`src/inc/aod_pkg.sv`:
```
// Functional notes
// - 000000dw is register/memory sum, modrm follows
// - carry sum register form and accumulator immediate
// - difference register, accumulator, extension 101 forms
// - borrow difference register, accumulator, extension 011 forms
// - second data byte when s:w 01 or w
// - 1111011w extension 100 is unsigned product
// - extension 101 is signed product
// - extension 110 is unsigned quotient
// - extension 111 is signed quotient
// - D4 then 0A is ascii product fixup
// - D5 then 0A is ascii quotient prep
// - byte 37 is ascii sum fixup
// - byte 27 is bcd sum fixup
package aod_pkg;
    typedef enum logic [3:0] {
        AOD_OP_NONE,
        AOD_OP_SUM,
        AOD_OP_SUM_CARRY,
        AOD_OP_DIFFERENCE,
        AOD_OP_DIFFERENCE_WITH_BORROW,
        AOD_OP_UNSIGNED_PRODUCT,
        AOD_OP_SIGNED_PRODUCT,
        AOD_OP_UNSIGNED_QUOTIENT,
        AOD_OP_SIGNED_QUOTIENT,
        AOD_OP_ASCII_PRODUCT_FIXUP,
        AOD_OP_ASCII_QUOTIENT_PREP,
        AOD_OP_ASCII_SUM_FIXUP,
        AOD_OP_BCD_SUM_FIXUP
    } aod_op_e;

    typedef enum logic [1:0] {
        AOD_FORM_NONE,
        AOD_FORM_REG_RM,
        AOD_FORM_IMM_RM,
        AOD_FORM_IMM_ACC
    } aod_form_e;

    // Opcode prefixes, top six, seven or all eight bits of first byte; AOD_ASCII_BASE is the second byte
    localparam logic [5:0] AOD_SUM_RR      = 6'h00;
    localparam logic [5:0] AOD_SUMC_RR     = 6'h04;
    localparam logic [5:0] AOD_DIFF_RR     = 6'h0A;
    localparam logic [5:0] AOD_DIFFB_RR    = 6'h06;
    localparam logic [5:0] AOD_IMM_RM      = 6'h20;
    localparam logic [6:0] AOD_SUMC_ACC    = 7'h0A;
    localparam logic [6:0] AOD_DIFF_ACC    = 7'h16;
    localparam logic [6:0] AOD_DIFFB_ACC   = 7'h0E;
    localparam logic [6:0] AOD_GRP3        = 7'h7B;
    localparam logic [7:0] AOD_APF_BYTE    = 8'hD4;
    localparam logic [7:0] AOD_AQP_BYTE    = 8'hD5;
    localparam logic [7:0] AOD_ASCII_BASE  = 8'h0A;
    localparam logic [7:0] AOD_ASF_BYTE    = 8'h37;
    localparam logic [7:0] AOD_BSF_BYTE    = 8'h27;
    // Extension codes in second byte
    localparam logic [2:0] AOD_EXT_SUM     = 3'h0;
    localparam logic [2:0] AOD_EXT_SUMC    = 3'h2;
    localparam logic [2:0] AOD_EXT_DIFFB   = 3'h3;
    localparam logic [2:0] AOD_EXT_DIFF    = 3'h5;
    localparam logic [2:0] AOD_EXT_UPROD   = 3'h4;
    localparam logic [2:0] AOD_EXT_SPROD   = 3'h5;
    localparam logic [2:0] AOD_EXT_UQUOT   = 3'h6;
    localparam logic [2:0] AOD_EXT_SQUOT   = 3'h7;
    // Field positions
    localparam int AOD_W_BIT   = 0;
    localparam int AOD_D_BIT   = 1;
    localparam int AOD_S_BIT   = 1;
endpackage : aod_pkg

```
`src/inc/aod_fields_if.sv`:
```
`timescale 1ns/1ps
`default_nettype none
// Second-byte fields passed from splitter to decoder
interface aod_fields_if;
    logic [1:0] mode;
    logic [2:0] slot;
    logic [2:0] locator;
    modport src (output mode, output slot, output locator);
    modport dst (input mode, input slot, input locator);
endinterface : aod_fields_if
`default_nettype wire

```
`src/hw/aod_decoder.sv`:
```
`timescale 1ns/1ps
`default_nettype none
// Registered decoder of arithmetic opcode pair
module aod_decoder (
    input  wire logic        i_ref_clk,
    input  wire logic        i_rstn,
    input  wire logic        i_ce,
    input  wire logic        i_valid,
    input  wire logic [7:0]  i_byte0,
    input  wire logic [7:0]  i_byte1,
    input  wire logic [7:0]  i_imm_lo,
    output logic             o_valid,
    output logic             o_recognised,
    output logic [3:0]       o_op,
    output logic [1:0]       o_form,
    output logic             o_word,
    output logic             o_slot_is_dest,
    output logic             o_uses_modrm,
    output logic [1:0]       o_data_bytes,
    output logic             o_sign_extend,
    output logic [15:0]      o_imm_ext,
    output logic [1:0]       o_mode,
    output logic [2:0]       o_slot,
    output logic [2:0]       o_locator
);
    aod_fields_if fields ();

    aod_modrm_split u_split (
        .i_byte (i_byte1),
        .fields (fields)
    );

    logic       w_bit;
    logic       d_bit;
    logic [2:0] ext;
    assign w_bit = i_byte0[aod_pkg::AOD_W_BIT];
    assign d_bit = i_byte0[aod_pkg::AOD_D_BIT];
    assign ext   = fields.slot;

    // Opcode class match wires
    wire hit_sum_rr   = i_byte0[7:2] == aod_pkg::AOD_SUM_RR;
    wire hit_sumc_rr  = i_byte0[7:2] == aod_pkg::AOD_SUMC_RR;
    wire hit_sumc_acc = i_byte0[7:1] == aod_pkg::AOD_SUMC_ACC;
    wire hit_diff_rr  = i_byte0[7:2] == aod_pkg::AOD_DIFF_RR;
    wire hit_diff_acc = i_byte0[7:1] == aod_pkg::AOD_DIFF_ACC;
    wire hit_dfb_rr   = i_byte0[7:2] == aod_pkg::AOD_DIFFB_RR;
    wire hit_dfb_acc  = i_byte0[7:1] == aod_pkg::AOD_DIFFB_ACC;
    wire hit_imm_rm   = i_byte0[7:2] == aod_pkg::AOD_IMM_RM;
    wire hit_grp3     = i_byte0[7:1] == aod_pkg::AOD_GRP3;
    wire hit_apf      = (i_byte0 == aod_pkg::AOD_APF_BYTE)
                        && (i_byte1 == aod_pkg::AOD_ASCII_BASE);
    wire hit_aqp      = (i_byte0 == aod_pkg::AOD_AQP_BYTE)
                        && (i_byte1 == aod_pkg::AOD_ASCII_BASE);
    wire hit_asf      = i_byte0 == aod_pkg::AOD_ASF_BYTE;
    wire hit_bsf      = i_byte0 == aod_pkg::AOD_BSF_BYTE;

    // Immediate group: only sum, carry sum, difference, borrow kept
    wire imm_sum   = hit_imm_rm && (ext == aod_pkg::AOD_EXT_SUM);
    wire imm_sumc  = hit_imm_rm && (ext == aod_pkg::AOD_EXT_SUMC);
    wire imm_diff  = hit_imm_rm && (ext == aod_pkg::AOD_EXT_DIFF);
    wire imm_dfb   = hit_imm_rm && (ext == aod_pkg::AOD_EXT_DIFFB);
    wire imm_any   = imm_sum || imm_sumc || imm_diff || imm_dfb;

    // Product and quotient group selected by extension
    wire g3_uprod  = hit_grp3 && (ext == aod_pkg::AOD_EXT_UPROD);
    wire g3_sprod  = hit_grp3 && (ext == aod_pkg::AOD_EXT_SPROD);
    wire g3_uquot  = hit_grp3 && (ext == aod_pkg::AOD_EXT_UQUOT);
    wire g3_squot  = hit_grp3 && (ext == aod_pkg::AOD_EXT_SQUOT);
    wire g3_any    = g3_uprod || g3_sprod || g3_uquot || g3_squot;

    wire rr_any    = hit_sum_rr || hit_sumc_rr || hit_diff_rr || hit_dfb_rr;
    wire acc_any   = hit_sumc_acc || hit_diff_acc || hit_dfb_acc;

    // Operation select, priority irrelevant since classes are disjoint
    aod_pkg::aod_op_e next_op;
    always_comb begin
        next_op = aod_pkg::AOD_OP_NONE;
        if (hit_sum_rr || imm_sum) begin
            next_op = aod_pkg::AOD_OP_SUM;
        end else if (hit_sumc_rr || hit_sumc_acc || imm_sumc) begin
            next_op = aod_pkg::AOD_OP_SUM_CARRY;
        end else if (hit_diff_rr || hit_diff_acc || imm_diff) begin
            next_op = aod_pkg::AOD_OP_DIFFERENCE;
        end else if (hit_dfb_rr || hit_dfb_acc || imm_dfb) begin
            next_op = aod_pkg::AOD_OP_DIFFERENCE_WITH_BORROW;
        end else if (g3_uprod) begin
            next_op = aod_pkg::AOD_OP_UNSIGNED_PRODUCT;
        end else if (g3_sprod) begin
            next_op = aod_pkg::AOD_OP_SIGNED_PRODUCT;
        end else if (g3_uquot) begin
            next_op = aod_pkg::AOD_OP_UNSIGNED_QUOTIENT;
        end else if (g3_squot) begin
            next_op = aod_pkg::AOD_OP_SIGNED_QUOTIENT;
        end else if (hit_apf) begin
            next_op = aod_pkg::AOD_OP_ASCII_PRODUCT_FIXUP;
        end else if (hit_aqp) begin
            next_op = aod_pkg::AOD_OP_ASCII_QUOTIENT_PREP;
        end else if (hit_asf) begin
            next_op = aod_pkg::AOD_OP_ASCII_SUM_FIXUP;
        end else if (hit_bsf) begin
            next_op = aod_pkg::AOD_OP_BCD_SUM_FIXUP;
        end
    end

    // Form of operands
    aod_pkg::aod_form_e next_form;
    assign next_form = (rr_any || g3_any) ? aod_pkg::AOD_FORM_REG_RM :
                       imm_any            ? aod_pkg::AOD_FORM_IMM_RM :
                       acc_any            ? aod_pkg::AOD_FORM_IMM_ACC :
                                            aod_pkg::AOD_FORM_NONE;

    // Width only meaningful for forms carrying a w bit
    wire has_w          = rr_any || g3_any || imm_any || acc_any;
    wire next_word      = has_w && w_bit;
    wire next_dest      = rr_any && d_bit;
    wire s_bit          = i_byte0[aod_pkg::AOD_S_BIT];
    wire next_uses_mrm  = rr_any || g3_any || imm_any;

    // Data byte count: s:w 01 for reg/mem immediates, w for accumulator
    wire [1:0] next_data_bytes =
        imm_any ? ((!s_bit && w_bit) ? 2'h2 : 2'h1) :
        acc_any ? (w_bit ? 2'h2 : 2'h1) :
                  2'h0;

    // Sign extension of a single immediate byte to word
    wire next_sext = imm_any && s_bit && w_bit;
    wire [15:0] next_imm_ext = next_sext ? {{8{i_imm_lo[7]}}, i_imm_lo} :
                                           {8'h00, i_imm_lo};

    // Outputs registered; a clock-enable stall freezes them
    always_ff @(posedge i_ref_clk or negedge i_rstn) begin
        if (!i_rstn) begin
            o_valid        <= 1'b0;
            o_recognised   <= 1'b0;
            o_op           <= 4'h0;
            o_form         <= 2'h0;
            o_word         <= 1'b0;
            o_slot_is_dest <= 1'b0;
            o_uses_modrm   <= 1'b0;
            o_data_bytes   <= 2'h0;
            o_sign_extend  <= 1'b0;
            o_imm_ext      <= 16'h0000;
            o_mode         <= 2'h0;
            o_slot         <= 3'h0;
            o_locator      <= 3'h0;
        end else if (i_ce) begin
            o_valid        <= i_valid;
            o_recognised   <= i_valid && (next_op != aod_pkg::AOD_OP_NONE);
            o_op           <= next_op;
            o_form         <= next_form;
            o_word         <= next_word;
            o_slot_is_dest <= next_dest;
            o_uses_modrm   <= next_uses_mrm;
            o_data_bytes   <= next_data_bytes;
            o_sign_extend  <= next_sext;
            o_imm_ext      <= next_imm_ext;
            o_mode         <= fields.mode;
            o_slot         <= fields.slot;
            o_locator      <= fields.locator;
        end
    end
endmodule : aod_decoder
`default_nettype wire

```
`src/hw/aod_modrm_split.sv`:
```
`timescale 1ns/1ps
`default_nettype none
// Splits the addressing byte into its three fields
module aod_modrm_split (
    input  wire logic [7:0] i_byte,
    aod_fields_if.src       fields
);
    // Pure wiring of fields
    assign fields.mode    = i_byte[7:6];
    assign fields.slot    = i_byte[5:3];
    assign fields.locator = i_byte[2:0];
endmodule : aod_modrm_split
`default_nettype wire

```
`config.mk`:
```
export PLATFORM = sky130hd
export DESIGN_NAME = aod_decoder
export DESIGN_NICKNAME = d
export VERILOG_FILES = /design/src/inc/aod_pkg.sv /design/src/inc/aod_fields_if.sv /design/src/hw/aod_decoder.sv /design/src/hw/aod_modrm_split.sv
export SDC_FILE = /design/constraint.sdc
export NUM_CORES = 1
export LEC_CHECK = 0
export BUFFER_PORTS_ARGS = -buffer_cell sky130_fd_sc_hd__buf_2
export CORE_ASPECT_RATIO = 0.5
export CORE_MARGIN = 3
export CORE_UTILIZATION = 48
export DETAILED_ROUTE_END_ITERATION = 12
export HOLD_SLACK_MARGIN = 0.05
export PLACE_DENSITY = 0.86
export SYNTH_ARGS = -nofsm -noshare
export SYNTH_HDL_FRONTEND = slang
export SYNTH_SLANG_ARGS = --single-unit
```
`constraint.sdc`:
```
create_clock -name i_ref_clk -period 1.03 [get_ports i_ref_clk]
set_input_delay 0.0515 -clock i_ref_clk [delete_from_list [all_inputs] [get_ports i_ref_clk]]
set_output_delay 0.0515 -clock i_ref_clk [all_outputs]
set_load 0.02 [all_outputs]
```
==> reports/qor.yml, run 1 <==
run_status:
  outcome: "complete, but fails checks"
  violations: "negative setup slack"
grt:
  grt_usage_pct: 21.57
  overflow: 0
  grt_max_degree: 32
  antenna_found_initial: 0
  grt_pass1_vias: 1392
  grt_pass1_wl_um: 6596
finish:
  fill_cells: 160
  nets: 276
  drive_gt1_share_pct: 59.04
  syn2layout_area_growth_pct: 59.39
  fin_util_pct: 82.85
  stdcell_area_um2: 2569
  instances_no_fill: 289
  num_antenna_cells: 0
yosys:
  syn_avg_cell_area_um2: 10.60
  synth_top_area_share_pct: 48.14
  synth_edf_count: 0
  yosys_most_used_dff: "dfrtp_1"
  synth_top_cell_by_area: "dfrtp_1"
  netlist_top_cells_area: "dfrtp_1, mux2_2, buf_4"
  synthCells: 152
  synth_cell_type_count: 44
  synth_seq_cells: 31
  ys_warn_count: 0
  netlist_area_um2: 1612
  yosysSeqAreaShare_pct: 48.14
  async_flop_share_pct: 100.0
  synth_fp_nets: 180
critical_path:
  cp.arrival_ns: 1.30
  cp-start-kind: "primary input"
  worstSetupEndpointType: "register"
  worstPathCellList: "buf_2, and2_4, and4_4, a32o_2, nor4_4, a41oi_2"
  slowest_delay_ns: 0.31
  crit_required_ns: 1.18
  worst-setup-path-type: "primary input to register"
  r2r_setup_slack_ns: 0.02
  worstPathMaxFanout: 7
  cpMaxStageDelayCell: "nor4_4"
placement:
  gp_congestion: 0.9484
  place_area_um2: 2110
  dp_cells: 264
  dp_slack_ns: -0.3933
  portBuffers: 65
  hpwl_um: 2823
drt:
  drc: 0
  routedWlPerCell_um: 17.90
  dr.pass1.iters: 4
  drtIter0Drc: 170
  via_count: 1630
  drt-total-wl_um: 5172
  antenna_left: 0
  viasPerCell: 5.640
power_and_ir_drop:
  p_int_mw: 2.422
  comb_power_share_pct: 21.9
  clockPowerShare_pct: 37.3
  cellPowerDensity_nw_per_um2: 1294
  p_switching_uw: 902.2
  ir_drop_mv: 0.9275
  power_leakage_nw: 1.256
  p_sw_share_pct: 27.14
  seqPwrFrac_pct: 40.8
floorplanning:
  row_count: 14
  initial_utilization_pct: 51.98
  dieWidth_um: 87.95
  core_um2: 3100
  fp.dieH_um: 46.97
  ios: 66
  die-area_um2: 4131
sta:
  drv_slew: 0
  setup_viol: 3
  slew_headroom_pct: 72.64
  max_freq_ghz: 0.8657
  fin_tns_setup_ns: -0.2130
  hold_viol: 0
  period_needed_ns: 1.155
  worstMarginPinSlew_ns: 0.4084
  rsz0062_at_grt: "yes"
  setup_slack_ns: -0.1251
  finalCritPeriodShare_pct: 112.1
  clock-skew-final_ns: 0
cts:
  clkSlewWorstSetupHoldPaths_ns: 0.07
  clockBufferDepth: 2
  clkLatencyLatePin_ns: 0.28
  htreeDepth: 2
  cts_buffers: 5
  cts_root_buf: "clkbuf_8"
  cts_tree: "built"
  cts.sinks: 31
worst_hold_path:
  hold_class: "primary input to register"
job:
  drv_cap: 0
-- power groups by stage --
stage,logic (mW),clock network (mW),registers (mW)
global route,0.774,1.33,1.37
global placement,0.591,0,1.37
CTS,0.659,1.25,1.35
finish,0.727,1.24,1.36
floorplan,0.198,0,1.49
detailed placement,0.604,0,1.37
-- per-stage QoR --
stage,hold slack (ns),total power [mW]
after floorplan,-0.2441,1.687
after global placement,0.07373,1.959
after detailed placement,0.08711,1.976
after CTS,0.05617,3.260
after global routing,0.05955,3.472
final,0.06288,3.324
-- sequential cells by signal, summed over array words and instances (netlist names), 2 cells and up --
name,count
o_op,4
o_locator,3
o_form,2
o_slot,3
o_mode,2
o_imm_ext,9
o_data_bytes,2
-- synthesized netlist by cell type (3+ instances only) --
library cell,instances
o21ai_0,5
nand3b_1,5
buf_4,7
mux2_2,18
a21oi_1,7
nand3_1,3
clkbuf_1,5
nor4b_1,3
nand4_1,3
nand2_1,7
dfrtp_1,31
nor3_1,4
inv_1,7
nor2_1,11
-- layout by cell type, fill, tap and decap left out, drive strengths merged, types with 6 or more instances in the layout --
master / netlist / routed
clkbuf: 6 / 6
mux2: 18 / 18
nor2: 11 / 11
dfrtp: 31 / 31
inv: 7 / 7
nand2: 7 / 7
a21oi: 7 / 7
buf: 10 / 93
dlygate4sd3: 0 / 12
-- logic make-up after synthesis --
family          Yosys count  share of synthesized area (%)
compound gates           29                          12.19
xor+xnor                  2                          1.087
buf+inv                  23                          7.608
flops                    31                          48.14
mux                      19                          13.20
simple gates             48                          17.78
-- critical path: cells and delay by family --
family                 cells  cell delay [ns]
and+or+nand+nor            3             0.69
AOI/OAI and AO/OA          2             0.40
buffers and inverters      1             0.16
-- layer usage --
metal	part of all wire (%)	vias to the layer above	GRT usage, %
met5	0	-	0
met4	4.5	0	8.257
met3	8.7	31	6.305
met2	47	96	36.23
met1	39	765	27.20
li1	-	738	-
-- path summary, 6_finish.rpt --
kind,from,endpoint,cells past startpoint
setup / recovery,i_byte0[1],o_recognised,6
hold / removal,i_byte1[6],o_mode[0],2
setup reg to reg,o_recognised,o_recognised,3
hold reg to reg,o_locator[0],o_locator[0],1
max in group asynchronous,i_rstn,o_imm_ext[14],3
min in group asynchronous,i_rstn,o_sign_extend,3
-- repair_timing --
item / 4_1_cts / 5_1_grt
hold endpoints to repair: 43 / 0
buffers inserted: 1 / 4
hold buffers: 12 / 0
setup endpoints to repair: 4 / 16
pin swaps: 4 / 16
gates resized for setup: 11 / 38
-- final cells by class --
class	count	area (um^2)	share of cell area [%]
clock inverters	2	35.03	1.364
inverters	7	26.28	1.023
well taps	40	50.05	1.948
clock buffers	6	82.58	3.215
flip-flops and latches	31	777.0	30.25
repair buffers	105	735.7	28.64
multi-input cells	98	862.1	33.56
(Power assumes the default switching activity.)
==> run 2: changes to the inputs <==
==> constraint.sdc (replaced) <==
create_clock -name i_ref_clk -period 1.03 [get_ports i_ref_clk]
set_input_delay 0.1545 -clock i_ref_clk [delete_from_list [all_inputs] [get_ports i_ref_clk]]
set_output_delay 0.1545 -clock i_ref_clk [all_outputs]
set_load 0.02 [all_outputs]
==> reports/qor.yml, run 2 (same netlist as run 1, synthesis figures left out) <==
finish:
  layout_common_cells: "buf_2, dfrtp_1, buf_4, buf_6, mux2_2"
  syn2layout_area_growth_pct: 60.71
  nets: 268  # -2.9%
  reg_top3: "o_imm_ext: 9 flops, o_op: 4 flops"
  largest_reg_flops: 9  # unchanged
  fin_util_pct: 83.54  # +0.69 points
  drive_gt1_share_pct: 62.24  # +3.2 points
  largest_register: "o_imm_ext"
  num_antenna_cells: 0  # unchanged
  final_common_cell: "buf_2"
sta:
  period_needed_ns: 1.175  # +0.01987 ns
  clock-skew-final_ns: 0  # unchanged
  finalCritPeriodShare_pct: 114.1  # +1.9 points
  drv_slew: 0  # unchanged
  fin_tns_setup_ns: -1.356  # -1.143 ns
  whs_ns: 0.1055  # +0.04261 ns
  slew_headroom_pct: 72.46  # -0.18 points
  hold_viol: 0  # unchanged
  setup_slack_ns: -0.1449  # -0.01987 ns
  rsz0062_at_grt: "yes"
  worstMarginPinSlew_ns: 0.4111  # +0.002739 ns
  setup_viol: 18  # +15
  max_freq_ghz: 0.8511  # -1.7%
floorplanning:
  core_um2: 3100  # unchanged
  initial_utilization_pct: 51.98  # unchanged
  dieWidth_um: 87.95  # unchanged
  die-area_um2: 4131  # unchanged
  row_count: 14  # unchanged
  fp.dieH_um: 46.97  # unchanged
  ios: 66  # unchanged
drt:
  dr.pass1.iters: 4  # unchanged
  viasPerCell: 5.313  # -5.8%
  routedWlPerCell_um: 16.14  # -9.8%
  drc: 0  # unchanged
  via_count: 1493  # -8.4%
  drt-total-wl_um: 4534  # -12%
  drtIter0Drc: 55  # -68%
  antenna_left: 0  # unchanged
power_and_ir_drop:
  comb_power_share_pct: 21.1  # -0.8 points
  ir_drop_mv: 0.9222  # -0.57%
  cellPowerDensity_nw_per_um2: 1272  # -1.7%
  p_sw_share_pct: 26.85  # -0.29 points
  seqPwrFrac_pct: 41.1  # +0.3 points
  clockPowerShare_pct: 37.8  # +0.5 points
  p_switching_uw: 884.8  # -1.9%
  p_total_mw: 3.295  # -0.86%
  p_int_mw: 2.410  # -0.47%
  power_leakage_nw: 1.254  # -0.22%
placement:
  hpwl_um: 3073  # +8.9%
  portBuffers: 65  # unchanged
  gp_congestion: 0.9123  # -3.8%
job:
  drv_cap: 0  # unchanged
cts:
  htreeDepth: 2  # unchanged
  cts_root_buf: "clkbuf_8"
  clkLatencyLatePin_ns: 0.28  # about the same
  cts_tree: "built"
  cts.sinks: 31  # unchanged
  cts_buffers: 5  # unchanged
  clkSlewWorstSetupHoldPaths_ns: 0.07  # about the same
  clockBufferDepth: 2  # unchanged
critical_path:
  worst-setup-path-type: "primary input to register"
  cpMaxStageDelayCell: "and4b_2"
  cp.arrival_ns: 1.34  # +0.04 ns
  crit_required_ns: 1.19  # about the same
  path_delay_family: "simple AND/OR/NAND/NOR gates"
  worst_r2r_startpoint: "o_recognised"
  worstPathCellList: "buf_8, and4b_2, nand4_1, buf_4, o221ai_4, buf_6, mux2_4"
  cp-start-kind: "primary input"
  reg2reg_depth: 3  # unchanged
  worstPathMaxFanout: 6  # -1
  r2r_setup_slack_ns: 0.10  # +0.08 ns
  r2r_end: "o_recognised"
  slowest_delay_ns: 0.27  # -0.04 ns
  worstSetupEndpointType: "register"
  critPathBufInv: 3  # +2
grt:
  overflow: 0  # unchanged
  grt_max_degree: 32  # unchanged
  grt_pass1_vias: 1392  # unchanged
  grt_pass1_wl_um: 6575  # -0.32%
  grt_usage_pct: 21.40  # -0.17 points
  antenna_found_initial: 0  # unchanged
worst_hold_path:
  min_from: "i_imm_lo[3]"
  hold_class: "primary input to register"
  min_path_cells: 2  # unchanged
  hold_path_end: "o_imm_ext[3]"
run_status:
  outcome: "complete, but fails checks"
  violations: "negative setup slack"
==> run 2: timing repair <==
item,4_1_cts,5_1_grt
resized for setup,49,27
pin swaps,18,12
hold buffers,1,0
hold endpoints to repair,31,0
endpoints found under the setup margin,20,21
setup buffers,4,1
==> run 2: power groups by stage <==
stage               sequential (mW)  clock [mW]  combinational (mW)
detailed placement             1.38           0               0.616
CTS                            1.35        1.25               0.663
global route                   1.36        1.31               0.745
floorplan                      1.49           0               0.202
finish                         1.36        1.25               0.694
global placement               1.37           0               0.601
==> run 2: metrics by stage <==
stage	instance area [um^2]	instances	setup slack, ns
after floorplan	1650	152	-0.2081
after global placement	2140	267	-0.4455
after detailed placement	2140	267	-0.4928
after CTS	2464	280	-0.08952
after global routing	2590	281	-0.1966
final	2590	281	-0.1449
==> run 2: worst max-delay path by stage <==
stage | startpoint | cells past startpoint | endpoint
after detailed placement | i_byte0[3] | 6 | o_recognised
after floorplan | i_byte0[2] | 6 | o_recognised
final | i_byte0[7] | 7 | o_op[3]
after CTS | i_byte0[3] | 6 | o_recognised
after global routing | i_byte0[7] | 7 | o_recognised
after global placement | i_byte0[3] | 6 | o_recognised
==> run 2: cell type report <==
class	instances	area (um^2)
fill	191	510.5
timing repair buffer	97	738.2
tap	40	50.05
clock buffer	6	82.58
inverter	7	26.28
clock inverter	2	35.03
multi-input combinational	98	882.1
sequential	31	775.7
==> run 2: layer usage <==
metal  wire (um)  vias to the layer above  GRT usage, %
met1        1934                      723         27.00
met5           0                        -             0
met2        2376                       45         37.72
li1            -                      723             -
met4          11                        0         4.587
met3         212                        2         6.130
